==> config.mk <==
export PLATFORM = sky130hd
export DESIGN_NAME = srq_enable_logic
export DESIGN_NICKNAME = d
export VERILOG_FILES = /design/src/verilog/srq_pkg.sv /design/src/verilog/srq_edge_latch.sv /design/src/verilog/srq_enable_logic.sv
export VERILOG_INCLUDE_DIRS = /design/src /design/src/verilog
export SDC_FILE = /design/constraint.sdc
export NUM_CORES = 1
export LEC_CHECK = 0
export BUFFER_PORTS_ARGS = -buffer_cell sky130_fd_sc_hd__buf_2
export CORE_MARGIN = 2
export CORE_UTILIZATION = 35
export DETAILED_ROUTE_END_ITERATION = 7
export GPL_TIMING_DRIVEN = 0
export PLACE_DENSITY = 0.79
export SKIP_CTS_REPAIR_TIMING = 1
export SYNTH_ARGS = -nofsm -noshare
export SYNTH_HDL_FRONTEND = slang
export SYNTH_SLANG_ARGS = --single-unit
==> constraint.sdc <==
create_clock -name sys_clk -period 1.2 [get_ports sys_clk]
set_clock_uncertainty 0.15 [all_clocks]
set_input_delay 0.3 -clock sys_clk [delete_from_list [all_inputs] [get_ports sys_clk]]
set_output_delay 0.3 -clock sys_clk [all_outputs]
set_load 0.1 [all_outputs]
==> src/verilog/srq_cfg.svh <==
// constants of the service request enable logic
`ifndef SRQ_CFG_SVH
`define SRQ_CFG_SVH
// ************************************************
// bit positions
// ************************************************
`define SRQ_BIT_HW1 0
`define SRQ_BIT_HW2 1
`define SRQ_BIT_QUES 3
`define SRQ_BIT_MAV 4
`define SRQ_BIT_ESB 5
`define SRQ_BIT_RQS 6
`define SRQ_BIT_OPER 7
`define SRQ_CDMA_CONN_BIT 3
`define SRQ_OPER_CDMA_BIT 8
// ************************************************
// values
// ************************************************
`define SRQ_MASK_RESET 8'h00
`define SRQ_MASK_KEEP 8'hBF
`define SRQ_MASK_MAX 16'sh00FF
`define SRQ_ERR_RANGE 16'shFF22
`endif

==> src/verilog/srq_pkg.sv <==
// types of the service request enable logic
package srq_pkg;
    typedef logic [7:0] srq_byte_t;
    typedef enum logic [1:0] {
        SRQ_IDLE = 2'h0,
        SRQ_REQ = 2'h1
    } srq_state_t;
endpackage

==> src/verilog/srq_edge_latch.sv <==
// sticky event latch with selectable edge detection
`timescale 1ns/1ps
module srq_edge_latch (
    input wire logic sys_clk,
    input wire logic rstn,
    input wire logic cond,
    input wire logic pos_en,
    input wire logic neg_en,
    input wire logic clear,
    output logic event_flag
);
    logic prev;
    logic primed;
    // previous condition level
    always_ff @(posedge sys_clk or negedge rstn) begin
        if (!rstn) begin
            prev <= 1'b0;
        end else begin
            prev <= cond;
        end
    end
    // primed once prev holds a real sample, so no false edge after reset
    always_ff @(posedge sys_clk or negedge rstn) begin
        if (!rstn) begin
            primed <= 1'b0;
        end else begin
            primed <= 1'b1;
        end
    end
    // set wins over clear
    always_ff @(posedge sys_clk or negedge rstn) begin
        if (!rstn) begin
            event_flag <= 1'b0;
        end else if (primed && ((neg_en && prev && !cond) || (pos_en && !prev && cond))) begin
            event_flag <= 1'b1;
        end else if (clear) begin
            event_flag <= 1'b0;
        end
    end
endmodule

==> src/verilog/srq_enable_logic.sv <==
// service request enable mask, status byte and request flag
`timescale 1ns/1ps
`include "srq_cfg.svh"
module srq_enable_logic (
    input wire logic sys_clk,
    input wire logic rstn,
    input wire logic mask_wr,
    input wire logic signed [15:0] mask_wr_value,
    input wire logic mask_rd,
    input wire logic stb_rd,
    input wire logic spoll,
    input wire logic hw1_summary,
    input wire logic hw2_summary,
    input wire logic ques_summary,
    input wire logic msg_avail,
    input wire logic esb_summary,
    input wire logic oper_other_summary,
    input wire logic [15:0] cdma_cond,
    input wire logic cdma_pos_en,
    input wire logic cdma_neg_en,
    input wire logic cdma_enable,
    input wire logic oper_cdma_enable,
    input wire logic cdma_event_clear,
    output logic [7:0] service_request_mask,
    output logic [7:0] resp_data,
    output logic resp_valid,
    output logic signed [15:0] err_code,
    output logic err_valid,
    output logic srq,
    output logic cdma_event
);
    srq_pkg::srq_byte_t status_byte;
    srq_pkg::srq_state_t rqs_state;
    logic mss;
    logic range_ok;
    logic group_summary_flag;
    logic oper_summary;
    logic rqs_flag;
    logic mss_prev;

    // ************************************************
    // cdma group and operation group path
    // ************************************************
    srq_edge_latch u_conn (
        .sys_clk(sys_clk),
        .rstn(rstn),
        .cond(cdma_cond[`SRQ_CDMA_CONN_BIT]),
        .pos_en(cdma_pos_en),
        .neg_en(cdma_neg_en),
        .clear(cdma_event_clear),
        .event_flag(cdma_event)
    );
    // cdma summary only feeds the operation group
    assign group_summary_flag = cdma_event && cdma_enable;
    assign oper_summary = oper_other_summary || (group_summary_flag && oper_cdma_enable);

    // ************************************************
    // status byte and summary
    // ************************************************
    always_comb begin
        status_byte = 8'h00;
        status_byte[`SRQ_BIT_HW1] = hw1_summary;
        status_byte[`SRQ_BIT_HW2] = hw2_summary;
        status_byte[`SRQ_BIT_QUES] = ques_summary;
        status_byte[`SRQ_BIT_MAV] = msg_avail;
        status_byte[`SRQ_BIT_ESB] = esb_summary;
        status_byte[`SRQ_BIT_OPER] = oper_summary;
    end
    // masked OR, bit 6 excluded
    assign mss = |(status_byte & service_request_mask & `SRQ_MASK_KEEP);

    // ************************************************
    // mask register
    // ************************************************
    assign range_ok = (mask_wr_value >= 16'sh0000) && (mask_wr_value <= `SRQ_MASK_MAX);
    always_ff @(posedge sys_clk or negedge rstn) begin
        if (!rstn) begin
            service_request_mask <= `SRQ_MASK_RESET;
        end else if (mask_wr && range_ok) begin
            service_request_mask <= mask_wr_value[7:0] & `SRQ_MASK_KEEP;
        end
    end
    // range error report
    always_ff @(posedge sys_clk or negedge rstn) begin
        if (!rstn) begin
            err_code <= 16'sh0000;
            err_valid <= 1'b0;
        end else begin
            err_valid <= mask_wr && !range_ok;
            if (mask_wr && !range_ok) begin
                err_code <= `SRQ_ERR_RANGE;
            end
        end
    end

    // ************************************************
    // request service flag
    // ************************************************
    assign rqs_flag = (rqs_state == srq_pkg::SRQ_REQ);
    always_ff @(posedge sys_clk or negedge rstn) begin
        if (!rstn) begin
            mss_prev <= 1'b0;
        end else begin
            mss_prev <= mss;
        end
    end
    // new reason sets, poll clears; set wins
    always_ff @(posedge sys_clk or negedge rstn) begin
        if (!rstn) begin
            rqs_state <= srq_pkg::SRQ_IDLE;
        end else begin
            unique case (rqs_state)
                srq_pkg::SRQ_IDLE: begin
                    if (mss && !mss_prev) begin
                        rqs_state <= srq_pkg::SRQ_REQ;
                    end
                end
                srq_pkg::SRQ_REQ: begin
                    if (spoll && !(mss && !mss_prev)) begin
                        rqs_state <= srq_pkg::SRQ_IDLE;
                    end
                end
                default: begin
                    rqs_state <= srq_pkg::SRQ_IDLE;
                end
            endcase
        end
    end
    assign srq = rqs_flag;

    // ************************************************
    // responses
    // ************************************************
    always_ff @(posedge sys_clk or negedge rstn) begin
        if (!rstn) begin
            resp_data <= 8'h00;
            resp_valid <= 1'b0;
        end else begin
            resp_valid <= mask_rd || stb_rd || spoll;
            if (mask_rd) begin
                resp_data <= service_request_mask;
            end else if (stb_rd) begin
                resp_data <= (status_byte & `SRQ_MASK_KEEP) | {1'b0, mss, 6'h00};
            end else if (spoll) begin
                resp_data <= (status_byte & `SRQ_MASK_KEEP) | {1'b0, rqs_flag, 6'h00};
            end
        end
    end

    // ************************************************
    // checks
    // ************************************************
    // mask contents and loading
    a_mask_bit6: assert property (@(posedge sys_clk) disable iff (!rstn)
        service_request_mask[`SRQ_BIT_RQS] == 1'b0)
        else $error("mask bit 6 set");
    a_mask_load: assert property (@(posedge sys_clk) disable iff (!rstn)
        mask_wr && range_ok |=> service_request_mask == ($past(mask_wr_value[7:0]) & `SRQ_MASK_KEEP))
        else $error("mask not loaded");
    a_mask_hold: assert property (@(posedge sys_clk) disable iff (!rstn)
        !mask_wr |=> $stable(service_request_mask))
        else $error("mask changed without write");

    // range error report
    a_range_err: assert property (@(posedge sys_clk) disable iff (!rstn)
        mask_wr && !range_ok |=> err_valid && err_code == `SRQ_ERR_RANGE && $stable(service_request_mask))
        else $error("range error missing");
    a_err_quiet: assert property (@(posedge sys_clk) disable iff (!rstn)
        mask_wr && range_ok |=> !err_valid)
        else $error("error on legal write");
    a_err_idle: assert property (@(posedge sys_clk) disable iff (!rstn)
        !mask_wr |=> !err_valid)
        else $error("error without write");

    // summary and request flag
    a_zero_quiet: assert property (@(posedge sys_clk) disable iff (!rstn)
        service_request_mask == 8'h00 |-> !mss)
        else $error("summary with empty mask");
    a_masked_only: assert property (@(posedge sys_clk) disable iff (!rstn)
        mss |-> |(status_byte & service_request_mask))
        else $error("unmasked summary");
    a_srq_set: assert property (@(posedge sys_clk) disable iff (!rstn)
        mss && !mss_prev |=> srq)
        else $error("new reason not flagged");
    a_srq_reason: assert property (@(posedge sys_clk) disable iff (!rstn)
        $rose(srq) |-> $past(mss))
        else $error("request without summary");
    a_poll_clear: assert property (@(posedge sys_clk) disable iff (!rstn)
        spoll && !mss |=> !srq)
        else $error("poll kept request");

    // answers to queries and polls
    a_mask_read: assert property (@(posedge sys_clk) disable iff (!rstn)
        mask_rd |=> resp_valid && resp_data == $past(service_request_mask))
        else $error("mask read");
    a_resp_idle: assert property (@(posedge sys_clk) disable iff (!rstn)
        !mask_rd && !stb_rd && !spoll |=> !resp_valid)
        else $error("answer without query");
    a_stb_mss: assert property (@(posedge sys_clk) disable iff (!rstn)
        stb_rd && !mask_rd |=> resp_data[`SRQ_BIT_RQS] == $past(mss))
        else $error("summary bit wrong");
    a_stb_bits: assert property (@(posedge sys_clk) disable iff (!rstn)
        stb_rd && !mask_rd |=> resp_data[`SRQ_BIT_MAV] == $past(msg_avail)
            && resp_data[`SRQ_BIT_HW2] == $past(hw2_summary))
        else $error("status byte bits wrong");
    a_poll_bit6: assert property (@(posedge sys_clk) disable iff (!rstn)
        spoll && !mask_rd && !stb_rd |=> resp_data[`SRQ_BIT_RQS] == $past(srq))
        else $error("poll request bit wrong");
    a_poll_keep: assert property (@(posedge sys_clk) disable iff (!rstn)
        spoll && !mask_rd && !stb_rd |=> (resp_data & `SRQ_MASK_KEEP) == ($past(status_byte) & `SRQ_MASK_KEEP))
        else $error("poll status bits wrong");

    // cdma event path
    a_cdma_route: assert property (@(posedge sys_clk) disable iff (!rstn)
        !oper_cdma_enable && !oper_other_summary |-> !status_byte[`SRQ_BIT_OPER])
        else $error("cdma bypassed operation group");
    a_oper_path: assert property (@(posedge sys_clk) disable iff (!rstn)
        !cdma_event && !oper_other_summary |-> !status_byte[`SRQ_BIT_OPER])
        else $error("operation bit without source");
    a_fall_event: assert property (@(posedge sys_clk) disable iff (!rstn)
        cdma_neg_en && $past(rstn) && $fell(cdma_cond[`SRQ_CDMA_CONN_BIT]) |=> cdma_event)
        else $error("fall not latched");
    a_rise_event: assert property (@(posedge sys_clk) disable iff (!rstn)
        cdma_pos_en && $past(rstn) && $rose(cdma_cond[`SRQ_CDMA_CONN_BIT]) |=> cdma_event)
        else $error("rise not latched");
endmodule

Word-level counts from Yosys, hierarchy flattened
Index checks and enable logic that the tools add are counted.
{"block": "totals", "reg_bits": 24, "latch_bits": 0, "mem_bits_rw": 0, "rom_bits": 0, "in_bits": 49, "out_inout_bits": 36, "word_cells": 52, "memories": 0}
{"block": "classes", "addsub": 0, "mul": 0, "div_mod_pow": 0, "order_cmp": 2, "eq_ne": 3, "shift": 0, "muxes": 8, "bitwise": 3, "reduce_logical": 26}
{"operator": "8-bit 2-to-1 mux", "count": 3}
{"operator": "16-bit by 1-bit >= comparator with 1-bit output (second input constant)", "count": 1}
{"operator": "16-bit by 9-bit <= comparator with 1-bit output (second input constant)", "count": 1}
{"operator": "8-bit by 7-bit bitwise OR with 8-bit output", "count": 2}
{"operator": "1-bit logical AND", "count": 12}
{"operator": "8-bit AND", "count": 1}
{"operator": "7-bit OR reduction", "count": 1}
{"operator": "1-bit logical NOT", "count": 5}
{"operator": "1-bit logical OR", "count": 4}
{"operator": "2-bit 2-to-1 mux", "count": 2}
{"operator": "2-bit one-hot mux with 2 select lines", "count": 1}
{"operator": "3-bit nonzero test", "count": 1}
{"operator": "2-bit by 1-bit equality test with 1-bit output (second input constant)", "count": 1}
{"operator": "2-bit logical NOT", "count": 1}
{"operator": "1-bit 2-to-1 mux", "count": 2}
{"operator": "2-bit by 1-bit != test with 1-bit output (second input constant)", "count": 1}
{"operator": "2-bit != test (second input constant)", "count": 1}
{"operator": "2-bit AND reduction", "count": 1}
{"operator": "2-bit nonzero test", "count": 1}

Longest topological paths before layout
Gate-level depths: netlist of run 1.
{"block": "depth", "ltp_word": 10, "depth_mapped": 3, "ltp_nobuf": 3}

Hierarchy
From an unflattened synthesis of run 1, not the netlist that was laid out.
{"block": "unflattened", "hier_cells": 95, "area_unflattened_um2": 1087.3}
{"module": "srq_enable_logic", "n_inst": 1, "cells_per_inst": 87, "area_per_inst_um2": 979.7}
{"module": "srq_edge_latch", "n_inst": 1, "cells_per_inst": 8, "area_per_inst_um2": 107.6}

Worst setup path after synthesis of run 1
Ideal clock, no wire load.
{"block": "synth_path", "kind": "register to output", "start": "register err_code[1] (netlist name)", "end": "output port err_code[10]", "t_arrival_ps": 1474, "slack_ps": -724, "stages_incl_launch_ff": 2, "n_path_buf": 1, "cell_sequence": "dfrtp_1 -> buf_4"}
{"element": "to (decl)", "line": "srq_enable_logic.sv:27", "text": "output logic signed [15:0] err_code,"}
No word-level cell between the ends.

Worst setup path in the final report of run 1
{"block": "layout_path", "start": "register err_code[1] (netlist name)", "end": "output port err_code[11]"}
No word-level cell between the ends.

==> flow_metrics.tcl, run 1 <==
set metrics [dict create \
    ys.warnings.count 0 \
    dp_hpwl_um 1990 \
    die-area_mm2 0.00356 \
    wl_um 3000 \
    die_x_um 59.7 \
    grt_setup_unrepaired "true" \
    antennaDiodeCount 0 \
    timing.reg2reg.worst_path_depth 3 \
    r2r-start "service_request_mask[4]" \
    postRouteAntennaNets 0 \
    filler_cell_count 214 \
    postSynthAreaPerCell_um2 11.3 \
    post-route-period-util 1.45 \
    sequential_cell_area_um2 611 \
    peakVddDrop_mv 0.665 \
    synthesis.instances 96 \
    reg2reg_setup_slack_ps -300 \
    multiInputGateArea_um2 438 \
    ios 85 \
    area_growth_pct 95.2 \
    clkSinkCount 23 \
    run_status "finished with violations" \
    synth.yosys.seq_area_share 0.531 \
    asyncSetResetFlopFracSynth 1.00 \
    cts-buffers-inserted 3 \
    first_global_vias 896 \
    antenna_found_initial 0 \
    worstSkewPairLatency_ps 300 \
    cell_area_power_density_mw_per_mm2 976 \
    final_nets 227 \
    whs_path_depth 2 \
    drt_iter0_markers 18 \
    criticalPathCategory "reg -> out" \
    first_element_of_the_critical_path "err_code[1]" \
    drt_first_pass_iters 4 \
    global_route_wire_length_before_repair_um 3890 \
    drt-wirelength-per-cell_um 14.3 \
    vias_per_cell 4.69 \
    cts.clk_slew.worst_paths_ps 130 \
    top_flip_flop_cell_by_instance_count_after_synthesis "dfrtp_1" \
    critical_path.startpoint_type "register" \
    setup_viol 34 \
    synth_enable_flop_cells 0 \
    largest_fanout_on_the_critical_path 7 \
    critPathArrivalTime_ps 1290 \
    h-tree-depth 1 \
    buffer_ports.inserted 61 \
    finish.instance_area_mm2 0.00212 \
    initial_standard_cell_utilization_of_the_core 0.361 \
    r2r_end "resp_data[6]" \
    min_from "mask_wr_value[1]" \
    post_synthesis_sequential_element_count 23 \
    setup-tns-final_ps -9120 \
    crit_required_ps 750 \
    postPlaceCellArea_mm2 0.00157 \
    setup_slack_of_the_critical_path_after_layout_ps -542 \
    final_max_slew_violation_count 0 \
    worst-slew-pin-transition_ps 510 \
    final.min_clock_period_ps 1740 \
    groute.usage.overall 0.144 \
    netlist_top_cells_area "dfrtp_1 53%, buf_4 11%, mux2_2 7.3%" \
    hold_end "service_request_mask[1]" \
    ctsRootBufferMaster "clkbuf_4" \
    slew-limit-headroom 0.660 \
    remaining_design_rule_violation_count 0 \
    synth.lib_cells_used.distinct 25 \
    final_layout_size_suffix_gt1_frac 0.678 \
    netlist.area_leader.share 0.531 \
    tritoncts "yes" \
    timing.critical_path.to_type "output pin" \
    mappedNetlistArea_mm2 0.00108 \
    dr_total_vias 985 \
    power_leakage_nw 0.993 \
    grt_start_max_net_pins 24 \
    clock_path_buffers 2 \
    synth_top_area_cell "dfrtp_1" \
    finalHoldViolations 0 \
    global_placement_routability_congestion 0.736 \
    failed_checks "negative setup slack" \
    clock.fmax_mhz 574 \
    core_region_area_mm2 0.00300 \
    overflow_left_after_global_routing 0 \
    hold_path.class "in -> reg" \
    row_count 20 \
    synth_common_cells "23 x dfrtp_1, 16 x buf_4, 15 x nand2_1, 7 x mux2_2, 7 x o21ai_0" \
    whs_ps 64.3 \
    synth_most_common_cell "dfrtp_1" \
    chip_height_um 59.7 \
    max_cap_viol_count 0 \
]
## cell families after synthesis
logic type | synth area share
flip-flops | 0.531
AND/OR/NAND/NOR | 0.120
AO/OA/AOI/OAI | 0.0934
multiplexers | 0.128
buffers and inverters | 0.121
other | 0.00692
## report_power, final
group          internal, mW  switching [mW]
registers             0.835          0.0560
clock network         0.129           0.228
logic                 0.285           0.532
## metrics by stage
stage | utilization | cells | power, mW | worst slack [ps]
after global placement | 0.524 | 196 | 1.52 | -378
after CTS | 0.533 | 200 | 1.88 | -684
after floorplan | - | 102 | 1.38 | -325
after global routing | 0.705 | 210 | 2.16 | -606
after detailed placement | 0.524 | 196 | 1.54 | -383
final | 0.705 | 210 | 2.07 | -542
## registers in the layout, summed over array words and instances, names as in the netlist
signal                flops
u_conn.primed             1
service_request_mask      7
u_conn.event_flag         1
err_valid                 1
resp_valid                1
u_conn.prev               1
resp_data                 8
rqs_state                 1
mss_prev                  1
err_code                  1
## worst max path at each step
stage | endpoint | depth (start not counted) | slack (ps)
after global routing | err_code[11] | 3 | -610
after global placement | service_request_mask[5] | 4 | -380
after floorplan | rqs_state[0] | 3 | -320
after CTS | err_code[5] | 2 | -680
after detailed placement | service_request_mask[0] | 4 | -380
final | err_code[11] | 3 | -540
## routing by layer
layer	track usage	wire, µm
met5	0	0
met3	0.0216	119
met4	0.0508	55
met1	0.173	1100
met2	0.259	1730
## cells in the final DEF, fill, tap and decap left out, types with 2 or more instances in the layout
| cell type | count |
|---|---|
| buf_12 | 29 |
| buf_2 | 29 |
| buf_4 | 18 |
| dfrtp_2 | 16 |
| nand2_1 | 15 |
| conb_1 | 8 |
| buf_6 | 7 |
| mux2i_1 | 6 |
| o21ai_0 | 6 |
| mux2_2 | 6 |
| dfrtp_4 | 4 |
| clkbuf_4 | 3 |
| dfrtp_1 | 3 |
| nor4_4 | 2 |
| clkbuf_1 | 2 |
| inv_1 | 2 |
| buf_8 | 2 |
| dlygate4sd3_1 | 2 |
## layout make-up
| type | count | share of cell area |
|---|---|---|
| plain buffers | 17 | 0.0857 |
| clock buffers | 4 | 0.0124 |
| inverters | 2 | 0.00355 |
| multi-input cells | 60 | 0.207 |
| flip-flops and latches | 23 | 0.288 |
| well taps | 33 | 0.0195 |
| repair buffers | 71 | 0.384 |
## worst max-delay path: stages (launching register included)
cell	delay, ps
dfrtp_4	560
buf_6	160
buf_12	120
buf_12	150
Note: power is estimated with default switching activity, not from simulation.
==> run 2, diff against run 1 <==
Settings changed: CORE_ASPECT_RATIO from default to 0.7.
==> run 2 against run 1 <==
  * The run ends with negative hold slack, negative setup slack left
  * Critical path depth unchanged
  * Via count up 4.3%
  * Setup slack improved by 75 ps
  * Global-route usage increased by 1.1 points
  * Utilization is 3.1 points higher
  * Register-to-register slack about the same
  * Critical endpoint is now err_code[12]
  * Largest cell class unchanged
==> flow_metrics.tcl, run 2 (same netlist as run 1, synthesis figures left out) <==
set metrics [dict create \
    run_status "finished with violations" \
    failed_checks "negative hold slack, negative setup slack" \
    clock_power_share 0.225 \
    power_frac_seq 0.407 \
    timing.critical_path.to_type "output pin" \
    setup_viol 40 \
    final-instance-count-excl-fill 210 \
    highest_count_cells_in_the_layout_ignoring_fill_and_taps "30 x buf_2, 29 x buf_12, 16 x dfrtp_2" \
    crit_required_ps 750 \
    hold_path.class "in -> async" \
    setup_slack_of_the_critical_path_after_layout_ps -467 \
    grt_setup_unrepaired "true" \
    clkSinkCount 23 \
    dp_hpwl_um 2120 \
    setup-tns-final_ps -8120 \
    initial_standard_cell_utilization_of_the_core 0.376 \
    area_growth_pct 95.6 \
    p_switching_mw 0.844 \
    critPathArrivalTime_ps 1220 \
    antenna_found_initial 0 \
    finish.instance_area_mm2 0.00212 \
    cpMostUsedCell "buf_12" \
    clock_path_buffers 2 \
    peakVddDrop_mv 0.447 \
    tritoncts "yes" \
    global_route_wire_length_before_repair_um 4220 \
    largest_register "resp_data" \
    slew-limit-headroom 0.658 \
    dp_worst_setup_slack_ps -376 \
    postRouteAntennaNets 0 \
    postPlaceCellArea_mm2 0.00158 \
    vias_per_cell 4.89 \
    final_common_cell "buf_2" \
    p_total_mw 2.19 \
    max_cap_viol_count 0 \
    cell_area_power_density_mw_per_mm2 1030 \
    worstSkewPairLatency_ps 270 \
    die_x_um 70.5 \
    overflow_left_after_global_routing 0 \
    drt_iter0_markers 63 \
    criticalPathCategory "reg -> out" \
    top_regs "resp_data: 8 flops, service_request_mask: 7 flops" \
    grt_start_max_net_pins 24 \
    clock.fmax_mhz 600 \
    global_placement_routability_congestion 0.863 \
    power_report.internal_total_mw 1.35 \
    netSwitchingFraction 0.385 \
    final_util 0.736 \
    antennaDiodeCount 0 \
    finalHoldViolations 23 \
    power_leakage_nw 0.992 \
    flip_flop_count_of_the_largest_register_after_layout 8 \
    critical_path.max_stage_delay_ps 520 \
    worst_path_bufs_invs 3 \
    whs_ps -157 \
    core_region_area_mm2 0.00288 \
    power.combinational.fraction 0.368 \
    h-tree-depth 1 \
    first_global_vias 899 \
    post-route-period-util 1.39 \
    dr_total_vias 1027 \
    final_max_slew_violation_count 0 \
    worst-slew-pin-transition_ps 512 \
    buffer_ports.inserted 61 \
    critPathSlowestCell "dfrtp_4" \
    final_layout_size_suffix_gt1_frac 0.684 \
    final.min_clock_period_ps 1670 \
    wl_um 3260 \
    row_count 16 \
    drt_first_pass_iters 4 \
    placed_cells 199 \
    drt-wirelength-per-cell_um 15.5 \
    critical_path.cell_chain "buf_6, buf_12, buf_12" \
    groute.usage.overall 0.155 \
    cts.clk_slew.worst_paths_ps 80 \
    die-area_mm2 0.00357 \
    largest_fanout_on_the_critical_path 5 \
    chip_height_um 50.6 \
    ios 85 \
    final_nets 224 \
    ctsRootBufferMaster "clkbuf_8" \
    path_delay_family "flip-flops" \
    remaining_design_rule_violation_count 0 \
    critical_path.startpoint_type "register" \
    cts-buffers-inserted 3 \
]
run 2: cell count changes in the layout (fill, tap and decap cells not counted), sizes merged:
cell / previous run / this run
dlygate4sd3: 2 / 0
buf: 85 / 84
run 2: final cells by class:
class,instances,area [µm²]
Inverter,2,7.51
Timing Repair Buffer,68,778
Fill cell,177,761
Buffer,17,193
Sequential cell,23,611
Clock buffer,4,45.0
Tap cell,36,45.0
Multi-Input combinational cell,60,443
run 2: per-layer routing:
layer / vias to the layer above / wire (µm) / track usage
li1: 465 / - / -
met2: 64 / 1710 / 0.272
met4: 0 / 9 / 0.0189
met3: 2 / 326 / 0.0643
met1: 496 / 1210 / 0.184
met5: - / 0 / 0
run 2: final timing paths:
kind | from | endpoint | slack, ps | cells past startpoint
max in group asynchronous | rstn | u_conn.event_flag | 670 | 1
min reg2reg | u_conn.primed | u_conn.event_flag | 320 | 1
min | rstn | resp_data[2] | -160 | 1
max | err_code[1] | err_code[12] | -470 | 3
min in group sys_clk | cdma_cond[3] | u_conn.prev | 10 | 1
max reg2reg | service_request_mask[4] | rqs_state[0] | -290 | 3
run 2: power groups by stage:
stage                     registers, mW  logic (mW)  clock network (mW)
after floorplan                    1.19       0.194                   0
after global placement            0.880       0.644                   0
after detailed placement          0.885       0.652                   0
after CTS                         0.869       0.653               0.478
after global routing              0.895       0.837               0.521
final                             0.891       0.807               0.492
==> run 3, diff against run 2 <==
Settings changed: ABC_AREA from default to 1, CORE_MARGIN 2 to 10.
==> run 3 against run 2 <==
  * The run ends with negative setup slack left
  * Cell count grew 16%
  * Routed wire length grew 10%
  * Non-clock buffer count shrank 1
  * Synthesized area grew 2.9%
  * Power grew 0.98%
  * Setup slack gained 11 ps
  * Utilization shrank 6.7 points
  * Synthesized cell count grew 33%
  * Die area grew 65%
  * Critical path type unchanged
==> flow_metrics.tcl, run 3 <==
set metrics [dict create \
    run_status "finished with violations" \
    failed_checks "negative setup slack" \
    setup_slack_of_the_critical_path_after_layout_ps -456 \
    clock_path_buffers 2 \
    netlist.area_leader.share 0.516 \
    adder_and_majority_cell_fraction_of_the_synthesized_area 0 \
    mappedNetlistArea_mm2 0.00112 \
    remaining_design_rule_violation_count 0 \
    first_global_vias 994 \
    worst-slew-pin-transition_ps 502 \
    worstSkewPairLatency_ps 260 \
    antenna_found_initial 1 \
    netSwitchingFraction 0.397 \
    power_leakage_nw 1.08 \
    post_synthesis_sequential_element_count 23 \
    netlist_top_cells_area "dfrtp_1 52%, buf_4 11%, nand2_1 11%" \
    synth_common_cells "32 x nand2_1, 23 x dfrtp_1, 17 x nor2_1, 16 x buf_4, 10 x nand3_1" \
    hold_path.class "in -> reg" \
    cell_area_power_density_mw_per_mm2 1060 \
    dominant_combinational_cell_family_by_area_after_synthesis "simple AND/OR/NAND/NOR gates" \
    critPathArrivalTime_ps 1210 \
    global_route_wire_length_before_repair_um 4740 \
    ys.warnings.count 0 \
    post-route-period-util 1.38 \
    highest_count_cells_in_the_layout_ignoring_fill_and_taps "32 x buf_2, 27 x nand2_1, 20 x buf_12" \
    criticalPathCategory "reg -> out" \
    drt_first_pass_iters 4 \
    chip_height_um 67.2 \
    critical_path.startpoint_type "register" \
    yosys.area_share.xor_xnor 0 \
    synth_area_in_compound_gates 0.0740 \
    synthesis.instances 128 \
    clkSinkCount 23 \
    flip_flop_count_of_the_largest_register_after_layout 8 \
    overflow_left_after_global_routing 0 \
    path_delay_family "flip-flops" \
    top_flip_flop_cell_by_instance_count_after_synthesis "dfrtp_1" \
    clock_power_share 0.215 \
    clock.fmax_mhz 604 \
    finalHoldViolations 0 \
    postRouteAntennaNets 0 \
    drt_iter0_markers 38 \
    power_report.internal_total_mw 1.33 \
    initial_standard_cell_utilization_of_the_core 0.359 \
    final_nets 255 \
    whs_ps 18.4 \
    final.min_clock_period_ps 1660 \
    die-area_mm2 0.00588 \
    placed_cells 232 \
    cts-buffers-inserted 3 \
    timing.critical_path.to_type "output pin" \
    final_util 0.669 \
    largest_register "resp_data" \
    dp_hpwl_um 2510 \
    groute.usage.overall 0.0997 \
    largest_fanout_on_the_critical_path 4 \
    ctsRootBufferMaster "clkbuf_8" \
    peakVddDrop_mv 0.455 \
    p_total_mw 2.21 \
    max_cap_viol_count 0 \
    synth.yosys.seq_area_share 0.516 \
    power_frac_seq 0.404 \
    setup_viol 32 \
    critPathSlowestCell "dfrtp_4" \
    postSynthAreaPerCell_um2 8.72 \
    cts.clk_slew.worst_paths_ps 80 \
    synth_mux_area_frac 0 \
    critical_path.cell_chain "buf_4, buf_6, buf_12" \
    post_synth_and_or_nand_nor_area_fraction 0.258 \
    synth_most_common_cell "nand2_1" \
    antennaDiodeCount 0 \
    final_max_slew_violation_count 0 \
    row_count 17 \
    h-tree-depth 1 \
    worst_path_bufs_invs 3 \
    crit_required_ps 750 \
    final_common_cell "buf_2" \
    ios 85 \
    dr_total_vias 1087 \
    core_region_area_mm2 0.00311 \
    buffer_ports.inserted 60 \
    p_switching_mw 0.879 \
    synth.lib_cells_used.distinct 19 \
    power.combinational.fraction 0.381 \
    global_placement_routability_congestion 0.827 \
    area_growth_pct 86.2 \
    wl_um 3590 \
    critical_path.max_stage_delay_ps 520 \
    drt-wirelength-per-cell_um 14.8 \
    die_x_um 87.5 \
    final-instance-count-excl-fill 243 \
    synth_enable_flop_cells 0 \
    vias_per_cell 4.47 \
    top_regs "resp_data: 8 flops, service_request_mask: 7 flops" \
    asyncSetResetFlopFracSynth 1.00 \
    synth_top_area_cell "dfrtp_1" \
    grt_setup_unrepaired "true" \
    grt_start_max_net_pins 24 \
    tritoncts "yes" \
    slew-limit-headroom 0.666 \
    final_layout_size_suffix_gt1_frac 0.600 \
]
==> run 3: changes by cell type in the layout (fill, tap and decap cells not counted), sizes merged, moves of 6 or more <==
cell / previous run / this run
mux2i: 6 / 0
nor2: 1 / 18
inv: 2 / 10
mux2: 7 / 0
nand2: 15 / 34
nand3: 1 / 10
==> run 3: worst reg2reg max path, stage by stage, from the launching register on <==
cell and delay [ps]:
dfrtp_4 520, nand2_2 90, nand3_2 90, nor2_4 130, nand2_2 70, nand2_2 70
o21ai_2 50
==> run 3: metal layers <==
layer / global-route usage / vias up / routed length [µm]
met5: 0 / - / 7
met4: 0.0159 / 2 / 12
met1: 0.116 / 493 / 1370
li1: - / 540 / -
met2: 0.161 / 48 / 1900
met3: 0.0553 / 4 / 309
==> run 3: area by class of cell <==
type                            instances  area [µm²]
Buffer                                 17         159
Fill cell                             224        1030
Multi-Input combinational cell         84         434
Sequential cell                        23         616
Tap cell                               38        47.5
Timing Repair Buffer                   67         738
Clock buffer                            3        41.3
Clock inverter                          1        5.00
Inverter                               10        37.5
==> run 3: per-stage QoR <==
stage | instance area [µm²] | TNS (ps) | setup WS (ps)
3_5_place_dp | 1560 | -4400 | -284
3_3_place_gp | 1560 | -4170 | -280
6_report | 2080 | -7200 | -456
2_1_floorplan | 1210 | -2160 | -211
5_1_grt | 2080 | -8190 | -488
4_1_cts | 1610 | -12040 | -580
==> run 3: worst paths after layout <==
check,from,to,slack (ps),depth (start not counted)
min in group asynchronous,rstn,resp_data[4],380,2
worst min-delay path,cdma_cond[3],u_conn.prev,20,1
worst max-delay path,err_code[1],err_code[12],-460,3
max in group asynchronous,rstn,service_request_mask[0],140,2
worst min register to register,u_conn.primed,u_conn.event_flag,360,2
worst max register to register,service_request_mask[3],rqs_state[0],-80,6
==> run 3: power groups by stage <==
stage	Combinational, mW	Sequential (mW)	Clock [mW]
final	0.842	0.894	0.475
after global routing	0.879	0.902	0.520
after CTS	0.683	0.872	0.491
after detailed placement	0.683	0.889	0
after global placement	0.678	0.887	0
after floorplan	0.203	1.22	0
==> run 3: logic make-up (layout without fill, tap and decap cells) <==
kind of cell           count (synthesis)  in the layout
and+or+nand+nor                       63             63
buffers and inverters                 27             98
DFF                                   23             23
AOI/OAI and AO/OA                     13             13
other                                  2              8
